### src/hw/elc_defines.svh
/*
 Constants of the elapsed time counter and of the host that drives it.
 Assumes one 25 MHz clock shared by both ends.
*/
`ifndef ELC_DEFINES_SVH
`define ELC_DEFINES_SVH
`define ELC_MCLK_NS 40
`define ELC_CNT_W 40
`define ELC_DIV_OSC3 8
`define ELC_DIV_OSC2 20
`define ELC_CAPTURE_FUNC 8'h27
// Device register addresses on the serial port
`define ELC_A_CTRL 7'h00
`define ELC_A_PIN_FUNC 7'h01
`define ELC_A_PIN_POL 7'h02
`define ELC_A_CAP0 7'h03
`define ELC_A_CAP4 7'h07
// Control register bit positions, and the read flag bit of the command byte
`define ELC_CTRL_RUN 0
`define ELC_CTRL_SRC 1
`define ELC_CTRL_CLR 2
`define ELC_CTRL_OSC 3
`define ELC_CMD_READ 7
// Host timing
`define ELC_TRIG_HIGH_NS 10
`define ELC_REARM_NS 1000
`define ELC_SCK_HALF 8
// Host register offsets and control bits
`define ELC_H_ADDR 3'h0
`define ELC_H_WDATA 3'h1
`define ELC_H_CTRL 3'h2
`define ELC_H_STATUS 3'h3
`define ELC_H_RDATA 3'h4
`define ELC_H_START 0
`define ELC_H_TRIG 1
`endif

### src/hw/elc_pkg.sv
/*
 Types of the elapsed time counter ends.
 Assumes nothing beyond a SystemVerilog compiler.
*/
package elc_pkg;
   typedef enum logic [1:0] {ELC_D_IDLE, ELC_D_CMD, ELC_D_DATA} elc_dev_st_t;
   typedef enum logic [1:0] {ELC_H_IDLE, ELC_H_LEAD, ELC_H_XFER, ELC_H_TAIL} elc_host_st_t;
endpackage : elc_pkg

### src/hw/elc_if.sv
/*
 Link between host and counter: serial port plus trigger pin.
 Assumes both ends share mclk; the pins are still treated as asynchronous.
*/
interface elc_if;
   logic chip_sel_n;
   logic sclk;
   logic mosi;
   logic miso;
   logic trig_pin;
   modport dev (input chip_sel_n, input sclk, input mosi, input trig_pin, output miso);
   modport host (output chip_sel_n, output sclk, output mosi, output trig_pin, input miso);
endinterface : elc_if

### src/hw/elc_dev.sv
/*
 Elapsed time counter: 40-bit free-running counter with capture on a
 trigger pin edge or a chip-select falling edge, registers on a serial port.
 Assumes oscillator ticks are one-cycle enables on mclk.
*/
`include "elc_defines.svh"
module elc_dev import elc_pkg::*; #(
   parameter int DIV3 = `ELC_DIV_OSC3,
   parameter int DIV2 = `ELC_DIV_OSC2
) (
   input wire logic mclk,
   input wire logic rstn,
   elc_if.dev link,
   input wire logic osc3_tick,
   input wire logic osc2_tick,
   output logic ref_val_osc_sel,
   output logic capture_armed,
   output logic [`ELC_CNT_W-1:0] live_count
);
   localparam int CW = `ELC_CNT_W;

   logic [3:0] meta_r, meta_nxt, sync_r, sync_nxt, prev_r, prev_nxt;
   logic cs_fall, sck_rise, sck_fall, mosi_s, pin_edge;
   logic [3:0] ctrl_r, ctrl_nxt;
   logic [7:0] func_r, func_nxt;
   logic pol_r, pol_nxt;
   logic [4:0] div_r, div_nxt;
   logic [CW-1:0] cnt_r, cnt_nxt, cap_r, cap_nxt;
   logic pin_lock_r, pin_lock_nxt, cs_lock_r, cs_lock_nxt;
   logic pin_cap, cs_cap, tick, osc_tick;
   logic [4:0] div_last;
   elc_dev_st_t st_r, st_nxt;
   logic [2:0] bit_r, bit_nxt;
   logic [7:0] sh_r, sh_nxt, tx_r, tx_nxt, rx_byte;
   logic [6:0] addr_r, addr_nxt;
   logic rd_r, rd_nxt;
   logic lsb_read, msb_read, wr_en;

   // Register read mux; capture bytes sit LSB first
   function automatic logic [7:0] rd_mux(input logic [6:0] a);
      logic [7:0] d;
      d = 8'h00;
      case (a)
         `ELC_A_CTRL: d = {4'h0, ctrl_r};
         `ELC_A_PIN_FUNC: d = func_r;
         `ELC_A_PIN_POL: d = {7'h00, pol_r};
         default: begin
            if (a >= `ELC_A_CAP0 && a <= `ELC_A_CAP4) begin
               d = cap_r[8*(a-`ELC_A_CAP0) +: 8];
            end
         end
      endcase
      return d;
   endfunction : rd_mux

   // Two flops on every pin before any logic looks at it
   always_comb begin
      meta_nxt = {link.trig_pin, link.mosi, link.sclk, link.chip_sel_n};
      sync_nxt = meta_r;
      prev_nxt = sync_r;
   end

   always_ff @(posedge mclk) begin
      if (!rstn) begin
         meta_r <= 4'h1;
         sync_r <= 4'h1;
         prev_r <= 4'h1;
      end else begin
         meta_r <= meta_nxt;
         sync_r <= sync_nxt;
         prev_r <= prev_nxt;
      end
   end

   // Edge detectors work on the second stage and its delayed copy
   assign cs_fall = prev_r[0] & ~sync_r[0];
   assign sck_rise = ~prev_r[1] & sync_r[1];
   assign sck_fall = prev_r[1] & ~sync_r[1];
   assign mosi_s = sync_r[2];
   // Polarity folded in before the edge, on both samples alike; flipping it cannot fake an edge
   assign pin_edge = ~(prev_r[3] ^ pol_r) & (sync_r[3] ^ pol_r);

   // Counter clock enable from the chosen oscillator divider
   always_comb begin
      osc_tick = ctrl_r[`ELC_CTRL_OSC] ? osc2_tick : osc3_tick;
      div_last = ctrl_r[`ELC_CTRL_OSC] ? 5'(DIV2 - 1) : 5'(DIV3 - 1);
      tick = osc_tick && (div_r == div_last);
      div_nxt = div_r;
      if (!ctrl_r[`ELC_CTRL_RUN]) begin
         div_nxt = 5'h00;
      end else if (osc_tick) begin
         div_nxt = (div_r >= div_last) ? 5'h00 : 5'(div_r + 5'h01);
      end
      cnt_nxt = cnt_r;
      if (!ctrl_r[`ELC_CTRL_RUN] || ctrl_r[`ELC_CTRL_CLR]) begin
         cnt_nxt = '0;
      end else if (tick) begin
         cnt_nxt = cnt_r + 1'b1;
      end
   end

   // Capture and lock-out; a capture wins over a same-cycle re-arm
   always_comb begin
      pin_cap = ctrl_r[`ELC_CTRL_RUN] && ctrl_r[`ELC_CTRL_SRC]
         && (func_r == `ELC_CAPTURE_FUNC) && pin_edge && !pin_lock_r;
      cs_cap = ctrl_r[`ELC_CTRL_RUN] && !ctrl_r[`ELC_CTRL_SRC]
         && cs_fall && !cs_lock_r;
      cap_nxt = (pin_cap || cs_cap) ? cnt_r : cap_r;
      pin_lock_nxt = pin_cap || (pin_lock_r && !lsb_read);
      cs_lock_nxt = msb_read || (cs_lock_r && !lsb_read);
   end

   always_ff @(posedge mclk) begin
      if (!rstn) begin
         div_r <= 5'h00;
         cnt_r <= '0;
         cap_r <= '0;
         pin_lock_r <= 1'b0;
         cs_lock_r <= 1'b0;
      end else begin
         div_r <= div_nxt;
         cnt_r <= cnt_nxt;
         cap_r <= cap_nxt;
         pin_lock_r <= pin_lock_nxt;
         cs_lock_r <= cs_lock_nxt;
      end
   end

   // Serial slave: command byte (read flag, address), then data bytes
   // with address increment; MSB first, sample on rise, shift on fall
   always_comb begin
      st_nxt = st_r;
      bit_nxt = bit_r;
      sh_nxt = sh_r;
      tx_nxt = tx_r;
      addr_nxt = addr_r;
      rd_nxt = rd_r;
      lsb_read = 1'b0;
      msb_read = 1'b0;
      wr_en = 1'b0;
      rx_byte = {sh_r[6:0], mosi_s};
      if (sync_r[0]) begin
         st_nxt = ELC_D_IDLE;
         bit_nxt = 3'h0;
      end else begin
         case (st_r)
            ELC_D_IDLE: begin
               st_nxt = ELC_D_CMD;
               bit_nxt = 3'h0;
            end
            ELC_D_CMD, ELC_D_DATA: begin
               if (sck_rise) begin
                  sh_nxt = rx_byte;
                  bit_nxt = 3'(bit_r + 3'h1);
                  if (bit_r == 3'h7) begin
                     if (st_r == ELC_D_CMD) begin
                        st_nxt = ELC_D_DATA;
                        rd_nxt = rx_byte[`ELC_CMD_READ];
                        addr_nxt = rx_byte[6:0];
                        tx_nxt = rd_mux(rx_byte[6:0]);
                     end else begin
                        addr_nxt = 7'(addr_r + 7'h01);
                        if (rd_r) begin
                           // A read counts once its last bit has gone out
                           lsb_read = (addr_r == `ELC_A_CAP0);
                           msb_read = (addr_r == `ELC_A_CAP4);
                           tx_nxt = rd_mux(7'(addr_r + 7'h01));
                        end else begin
                           wr_en = 1'b1;
                        end
                     end
                  end
               end else if (sck_fall && bit_r != 3'h0 && rd_r && st_r == ELC_D_DATA) begin
                  tx_nxt = {tx_r[6:0], 1'b0};
               end
            end
            default: begin
               st_nxt = ELC_D_IDLE;
            end
         endcase
      end
   end

   always_ff @(posedge mclk) begin
      if (!rstn) begin
         st_r <= ELC_D_IDLE;
         bit_r <= 3'h0;
         sh_r <= 8'h00;
         tx_r <= 8'h00;
         addr_r <= 7'h00;
         rd_r <= 1'b0;
      end else begin
         st_r <= st_nxt;
         bit_r <= bit_nxt;
         sh_r <= sh_nxt;
         tx_r <= tx_nxt;
         addr_r <= addr_nxt;
         rd_r <= rd_nxt;
      end
   end

   // Writable registers; run rising restarts the count from zero
   always_comb begin
      ctrl_nxt = ctrl_r;
      func_nxt = func_r;
      pol_nxt = pol_r;
      if (wr_en) begin
         case (addr_r)
            `ELC_A_CTRL: ctrl_nxt = rx_byte[3:0];
            `ELC_A_PIN_FUNC: func_nxt = rx_byte;
            `ELC_A_PIN_POL: pol_nxt = rx_byte[0];
            default: ctrl_nxt = ctrl_r;
         endcase
      end
   end

   always_ff @(posedge mclk) begin
      if (!rstn) begin
         ctrl_r <= 4'h0;
         func_r <= 8'h00;
         pol_r <= 1'b0;
      end else begin
         ctrl_r <= ctrl_nxt;
         func_r <= func_nxt;
         pol_r <= pol_nxt;
      end
   end

   assign link.miso = tx_r[7];
   assign ref_val_osc_sel = ctrl_r[`ELC_CTRL_OSC];
   assign capture_armed = ctrl_r[`ELC_CTRL_SRC] ? !pin_lock_r : !cs_lock_r;
   assign live_count = cnt_r;

endmodule : elc_dev

### src/flat_wrapper.sv
// flat-port wrapper written by rule: the top's interface ports become plain ports
module elc_dev_flat import elc_pkg::*;
#(
   parameter int DIV3 = `ELC_DIV_OSC3,
   parameter int DIV2 = `ELC_DIV_OSC2
)
  (mclk, rstn, osc3_tick, osc2_tick, ref_val_osc_sel, capture_armed, live_count, link_chip_sel_n, link_sclk, link_mosi, link_trig_pin, link_miso);
  elc_if link_i ();
  input wire logic mclk;
  input wire logic rstn;
  input wire logic osc3_tick;
  input wire logic osc2_tick;
  output logic ref_val_osc_sel;
  output logic capture_armed;
  output logic [`ELC_CNT_W-1:0] live_count;
  input wire logic [$bits(link_i.chip_sel_n)-1:0] link_chip_sel_n;
  input wire logic [$bits(link_i.sclk)-1:0] link_sclk;
  input wire logic [$bits(link_i.mosi)-1:0] link_mosi;
  input wire logic [$bits(link_i.trig_pin)-1:0] link_trig_pin;
  output wire logic [$bits(link_i.miso)-1:0] link_miso;
  assign link_i.chip_sel_n = link_chip_sel_n;
  assign link_i.sclk = link_sclk;
  assign link_i.mosi = link_mosi;
  assign link_i.trig_pin = link_trig_pin;
  assign link_miso = link_i.miso;
  elc_dev #(.DIV3(DIV3), .DIV2(DIV2)) u_core (.mclk(mclk), .rstn(rstn), .link(link_i), .osc3_tick(osc3_tick), .osc2_tick(osc2_tick), .ref_val_osc_sel(ref_val_osc_sel), .capture_armed(capture_armed), .live_count(live_count));
endmodule
### config.mk
export PLATFORM = sky130hd
export DESIGN_NAME = elc_dev_flat
export DESIGN_NICKNAME = d
export VERILOG_FILES = /design/src/hw/elc_pkg.sv /design/src/hw/elc_if.sv /design/src/hw/elc_dev.sv /design/src/flat_wrapper.sv
export VERILOG_INCLUDE_DIRS = /design/src /design/src/hw
export SDC_FILE = /design/constraint.sdc
export NUM_CORES = 1
export LEC_CHECK = 0
export ABC_AREA = 1
export BUFFER_PORTS_ARGS = -buffer_cell sky130_fd_sc_hd__buf_2
export CORE_UTILIZATION = 55
export DETAILED_ROUTE_END_ITERATION = 6
export GPL_TIMING_DRIVEN = 0
export PLACE_DENSITY_LB_ADDON = 0.3
export SLEW_MARGIN = 25
export SYNTH_ARGS = -nofsm -noshare
export SYNTH_HDL_FRONTEND = slang
export SYNTH_SLANG_ARGS = --single-unit
### constraint.sdc
create_clock -name mclk -period 2.67 [get_ports mclk]
set_clock_uncertainty 0.15 [all_clocks]
set_input_delay 0.534 -clock mclk [delete_from_list [all_inputs] [get_ports mclk]]
set_output_delay 0.534 -clock mclk [all_outputs]
set_load 0.005 [all_outputs]
# == Word-level counts from Yosys, hierarchy flattened ==
# Cells that the tools add are included.
# classes
addsub,6
muxes,38
eq_ne,18
bitwise,11
n_reduce_logical,44
order_cmp,5
shifts,2
# op_table
operator,count
$shiftx A40 B33 Y8,2
$mux W8,7
$pmux W8 S3,2
$add A40 B1 Y40 const B,1
$eq A7 B2 Y1 const B,4
$eq A7 B1 Y1 const B,3
$logic_not A7 Y1,3
$mux W1,20
$sub A7 B2 Y8 const B,2
$logic_and A1 B1 Y1,15
$ge A7 B2 Y1 const B,2
$le A7 B3 Y1 const B,2
$mux W5,2
$reduce_and A2 Y1,5
$reduce_and A5 Y1,2
$eq A8 B6 Y1 const B,1
$add A7 B1 Y7 const B,1
$eq A7 B3 Y1 const B,1
$mux W7,1
$mux W2,3
$ne A2 B1 Y1 const B,3
$pmux W3 S2,1
$reduce_and A3 Y1,2
$reduce_or A2 Y1,3
other kinds (20),36
# word_totals
register_bits,140
word_cells,141
in_bits,8

# == Longest topological paths before layout ==
# depth
word_depth,10
ltp_mapped,15
ltp_nobuf,14

# == Worst setup path before layout ==
# No wires, ideal clock.
# synth_path
kind,reg2reg
from,register u_core.addr_r[0]
to,register u_core.tx_r[2]
slack_ps,5
stages_incl_launch_ff,15
setup_time_ps,70
required_ps,2450
synth_period_minus_slack_ps,2665
t_arrival_ps,2445
path_cell_list,dfxtp_1 > clkinv_1 > clkbuf_1 > ha_1 > nor2_4 > clkinv_1 > nor3_2 > nand2_1 > nand2_1 > nand3_1 > nor2_1 > nand2_1 > nand3_1 > nand2_1 > a21oi_1
# synth_via
elab_chain_cells,9
word_cells_on_any_way,15
# synth_lines
element,line,text
start: declaration,elc_dev.sv:35,"logic [6:0] addr_r, addr_nxt;"
start signal: assignment,elc_dev.sv:197,addr_r <= addr_nxt;
$add A7 B1 Y7 *,elc_dev.sv:167,tx_nxt = rd_mux(7'(addr_r + 7'h01));
"$sub A7 B2 Y8 (no source line), or another cell as far along",--,
$shiftx A40 B33 Y8 / $logic_and A1 B1 Y1 (equally long branches),--,
$mux W8,elc_dev.sv:48,if (a >= `ELC_A_CAP0 && a <= `ELC_A_CAP4) begin
$pmux W8 S3 *,elc_dev.sv:43,case (a)
$mux W8 *,elc_dev.sv:163,if (rd_r) begin
$mux W8 *,elc_dev.sv:156,if (st_r == ELC_D_CMD) begin
$mux W8 *,elc_dev.sv:155,if (bit_r == 3'h7) begin
$mux W8 *,elc_dev.sv:152,if (sck_rise) begin
end signal: assignment,elc_dev.sv:196,tx_r <= tx_nxt;
end: declaration,elc_dev.sv:34,"logic [7:0] sh_r, sh_nxt, tx_r, tx_nxt, rx_byte;"
# Mark *: on every way between the ends. The rest lies on a longest branch, timed or not. The select of a mux whose other input is x is not followed.
# A chain may end at the register's enable or synchronous reset.

# == Final worst setup path ==
# layout_path
from,register u_core.ctrl_r[3]
to,register u_core.cnt_r[16] (netlist: u_core.live_count[16])
# layout_via
elab_chain_cells,3
word_cells_on_any_way,4
# layout_lines
element,line,text
start: declaration,elc_dev.sv:24,"logic [3:0] ctrl_r, ctrl_nxt;"
start signal: assignment,elc_dev.sv:223,ctrl_r <= ctrl_nxt;
$mux W5,elc_dev.sv:86,div_last = ctrl_r[`ELC_CTRL_OSC] ? 5'(DIV2 - 1) : 5'(DIV3 - 1);
$eq A5 B5 Y1,elc_dev.sv:87,tick = osc_tick && (div_r == div_last);
$logic_and A1 B1 Y1 *,elc_dev.sv:87,
end signal: assignment,elc_dev.sv:122,cnt_r <= cnt_nxt;
end: declaration,elc_dev.sv:28,"logic [CW-1:0] cnt_r, cnt_nxt, cap_r, cap_nxt;"
# Mark *: on every way between the ends. The rest lies on a longest branch, timed or not.

==> results_dict.tcl <==
set metrics [dict create \
    critPathKind "reg2reg" \
    coreArea_sq_um 13450 \
    yosys_warnings 0 \
    io_pins 51 \
    antenna_found_initial 0 \
    reg2reg_from "u_core.ctrl_r[3]" \
    vias 8258 \
    p_leak_nw 3.603 \
    layout-drive-gt1-share_pct 11.31 \
    timing.hold.worst.start "link_trig_pin" \
    power_switching_share_pct 22.04 \
    end_kind "register" \
    combinationalPowerShare_pct 2.2 \
    power_density_nw_per_um2 527.2 \
    cts.htree.levels 4 \
    synth_area_leaders "dfxtp_1 (36%), nand2_1 (13%), a21oi_1 (9.1%)" \
    timing.fmax_mhz 389.7 \
    first_iter_violations 860 \
    synth_area_sq_um 7682 \
    gr-total-overflow 0 \
    synth_compound_area_share_pct 20.03 \
    seqPwrFrac_pct 44.2 \
    period_minus_slack_ns 2.566 \
    cap_violations 0 \
    syn_area_per_cell_sq_um 6.600 \
    grt_pass1_vias 7578 \
    crit_required_ns 2.82 \
    netlist.area_leader.share_pct 36.22 \
    yosys.area_share.simple_pct 28.97 \
    areaGrowthSynthToFinish_pct 16.56 \
    intPower_mw 3.680 \
    synth_fa_ha_area_share_pct 3.420 \
    port_buffers 50 \
    clk_pin_slew_worst_paths_ns 0.07 \
    grt_usage_pct 34.25 \
    synth-xor-area-share_pct 1.824 \
    grt_pass1_wl_um 38250 \
    root_buffer "clkbuf_16" \
    syn_nets 1193 \
    ff2ff_path_depth 11 \
    min_to "u_core.meta_r[3]" \
    clk_path_buf_depth 2 \
    setup_ws_ns 0.1036 \
    ant_nets 0 \
    place.detailed.hpwl_um 17490 \
    fin_crit_sh_pct 96.12 \
    relSlewSlack_pct 27.20 \
    regToRegSetupSlack_ns 0.10 \
    vias_per_cell 5.767 \
    cts_made_buffers 17 \
    diodes 0 \
    netSwitchingPower_mw 1.041 \
    maxSlewViolCount 0 \
    die_w_um 120.2 \
    clkLatencyLatePin_ns 0.43 \
    clock_power_share_pct 53.6 \
    start_kind "register" \
    drc 0 \
    drt_wl_total_um 23980 \
    initial_core_util_pct 57.11 \
    first_pass_iters 6 \
    whs_ns 0.1335 \
    final_nets 1273 \
    final_cell_area_sq_um 8955 \
    fp.dieH_um 120.2 \
    dpl_cell_area_sq_um 8153 \
    hp-class "in2reg" \
    cp_max_fo 10 \
    synth_sequential_area_ratio_pct 36.22 \
    grt_max_degree 17 \
    cts_sinks 139 \
    hold_viol 0 \
    synth_top_area_cell "dfxtp_1" \
    cts_tree "built" \
    setup_violations 0 \
    pre_cts_ws_ns -0.7394 \
    synth-seq-cells 139 \
    row_count 42 \
    cts_hold_buf 0 \
    synth_cells 1164 \
    cp_data_arrival_time_ns 2.71 \
    wl_per_cell_um 16.75 \
    r2r-end "u_core.live_count[16]" \
    holdPathStages 3 \
    synth_top_family_by_area "simple AND/OR/NAND/NOR gates" \
    dieArea_sq_um 14440 \
    outcome "finished clean" \
    finalSetupTns_ns 0 \
    place_congestion 1.035 \
    synth_mux_area_share_pct 0 \
    irDropWorstVdd_v 0.0006438 \
    ys_types 41 \
    worst_pin_slew_ns 1.088 \
    power.total_mw 4.721 \
]
[metrics by stage]
stage,std cells,utilization [%]
final,1432,66.56
after global routing,1432,66.56
after CTS,1425,65.73
after detailed placement,1390,60.60
after global placement,1390,60.60
after floorplan,1164,-
[routing by layer]
metal	wire, um	GRT usage [%]	part of all wire [%]	up-vias
li1	-	-	-	4011
met3	2140	7.925	8.9	74
met1	10340	45.21	43	3777
met2	10610	52.41	44	396
met4	887	16.95	3.7	0
met5	0	0	0	-
[final cells by class]
type | count | area (sq um)
buffer | 38 | 176.4
clock buffer | 18 | 429.2
clock inverter | 13 | 190.2
fill | 1279 | 4498
inverter | 152 | 585.6
multi-input combinational | 835 | 4223
sequential | 139 | 2798
tap | 176 | 220.2
timing repair buffer | 61 | 332.8
[registers in the layout, indices dropped and copies added, names as in the netlist]
| signal | flops |
|---|---|
| u_core.div_r | 5 |
| u_core.ctrl_r | 4 |
| u_core.pin_lock_r | 1 |
| u_core.tx_r | 8 |
| u_core.st_r | 2 |
| u_core.meta_r | 4 |
| u_core.prev_nxt | 4 |
| u_core.prev_r | 3 |
| u_core.sh_r | 7 |
| u_core.pol_r | 1 |
| u_core.addr_r | 7 |
| u_core.cs_lock_r | 1 |
| u_core.live_count | 40 |
| u_core.bit_r | 3 |
| u_core.func_r | 8 |
| u_core.rd_r | 1 |
| u_core.cap_r | 40 |
[placed cells by master (no fill, tap or decap), drive strengths merged, types with 7 or more instances in the layout]
cell,netlist,final
a21oi,142,142
buf,8,71
clkbuf,30,46
dfxtp,139,139
ha,21,21
inv,150,153
nand2,261,261
nand3,66,66
nand4,23,23
nor2,106,106
nor3,30,30
o21ai,129,129
or2,7,7
xor2,11,11
[kinds of logic after synthesis]
family | Yosys count
AND/OR/NAND/NOR | 504
adder cells (fa/ha/maj) | 21
flip-flops | 139
XOR/XNOR | 16
buffers and inverters | 190
AO/OA/AOI/OAI | 294
[cells in the mapped netlist, drive strengths merged]
cell type,number
clkbuf,30
nor2,106
o21a,1
inv,150
nor3b,4
a21boi,1
a211o,1
nor4,6
xnor2,5
xor2,11
o211ai,6
nand4,23
or2,7
o22ai,1
o21bai,2
clkinv,2
o21ai,129
dfxtp,139
nor3,30
buf,8
a31oi,6
and3,1
nand2,261
a211oi,3
nand3,66
a21oi,142
a221oi,2
ha,21
[worst max-delay path: stages, from the launching register on]
cell	delay, ns
dfxtp_4	0.40
inv_1	0.11
ha_1	0.32
nand4_1	0.15
nor2_4	0.20
buf_4	0.22
nand3_2	0.14
nor2_2	0.19
nand4_1	0.17
nor2_1	0.18
nand2_1	0.07
nor3b_1	0.14
[power groups by stage]
stage	logic, mW	clock network (mW)	registers [mW]
2_1_floorplan	0.0651	0	2.13
3_3_place_gp	0.0955	0	2.13
3_5_place_dp	0.0968	0	2.13
4_1_cts	0.0991	2.53	2.09
5_1_grt	0.117	2.63	2.08
6_report	0.105	2.53	2.08
[worst max-delay path by stage]
stage                                        to              from  depth (start not counted)
after detailed placement         u_core.tx_r[0]  u_core.addr_r[0]                         14
after global placement           u_core.tx_r[0]  u_core.addr_r[0]                         14
final                     u_core.live_count[16]  u_core.ctrl_r[3]                         11
after global routing      u_core.live_count[23]  u_core.ctrl_r[3]                         12
after floorplan                  u_core.tx_r[2]  u_core.addr_r[0]                         14
after CTS                 u_core.live_count[16]  u_core.ctrl_r[3]                         11
[repair_timing]
item,4_1_cts,5_1_grt
setup endpoints to repair,21,38
buffers inserted,4,7
pin swaps,3,7
resized for setup,18,27
(Power assumes the default switching activity.)
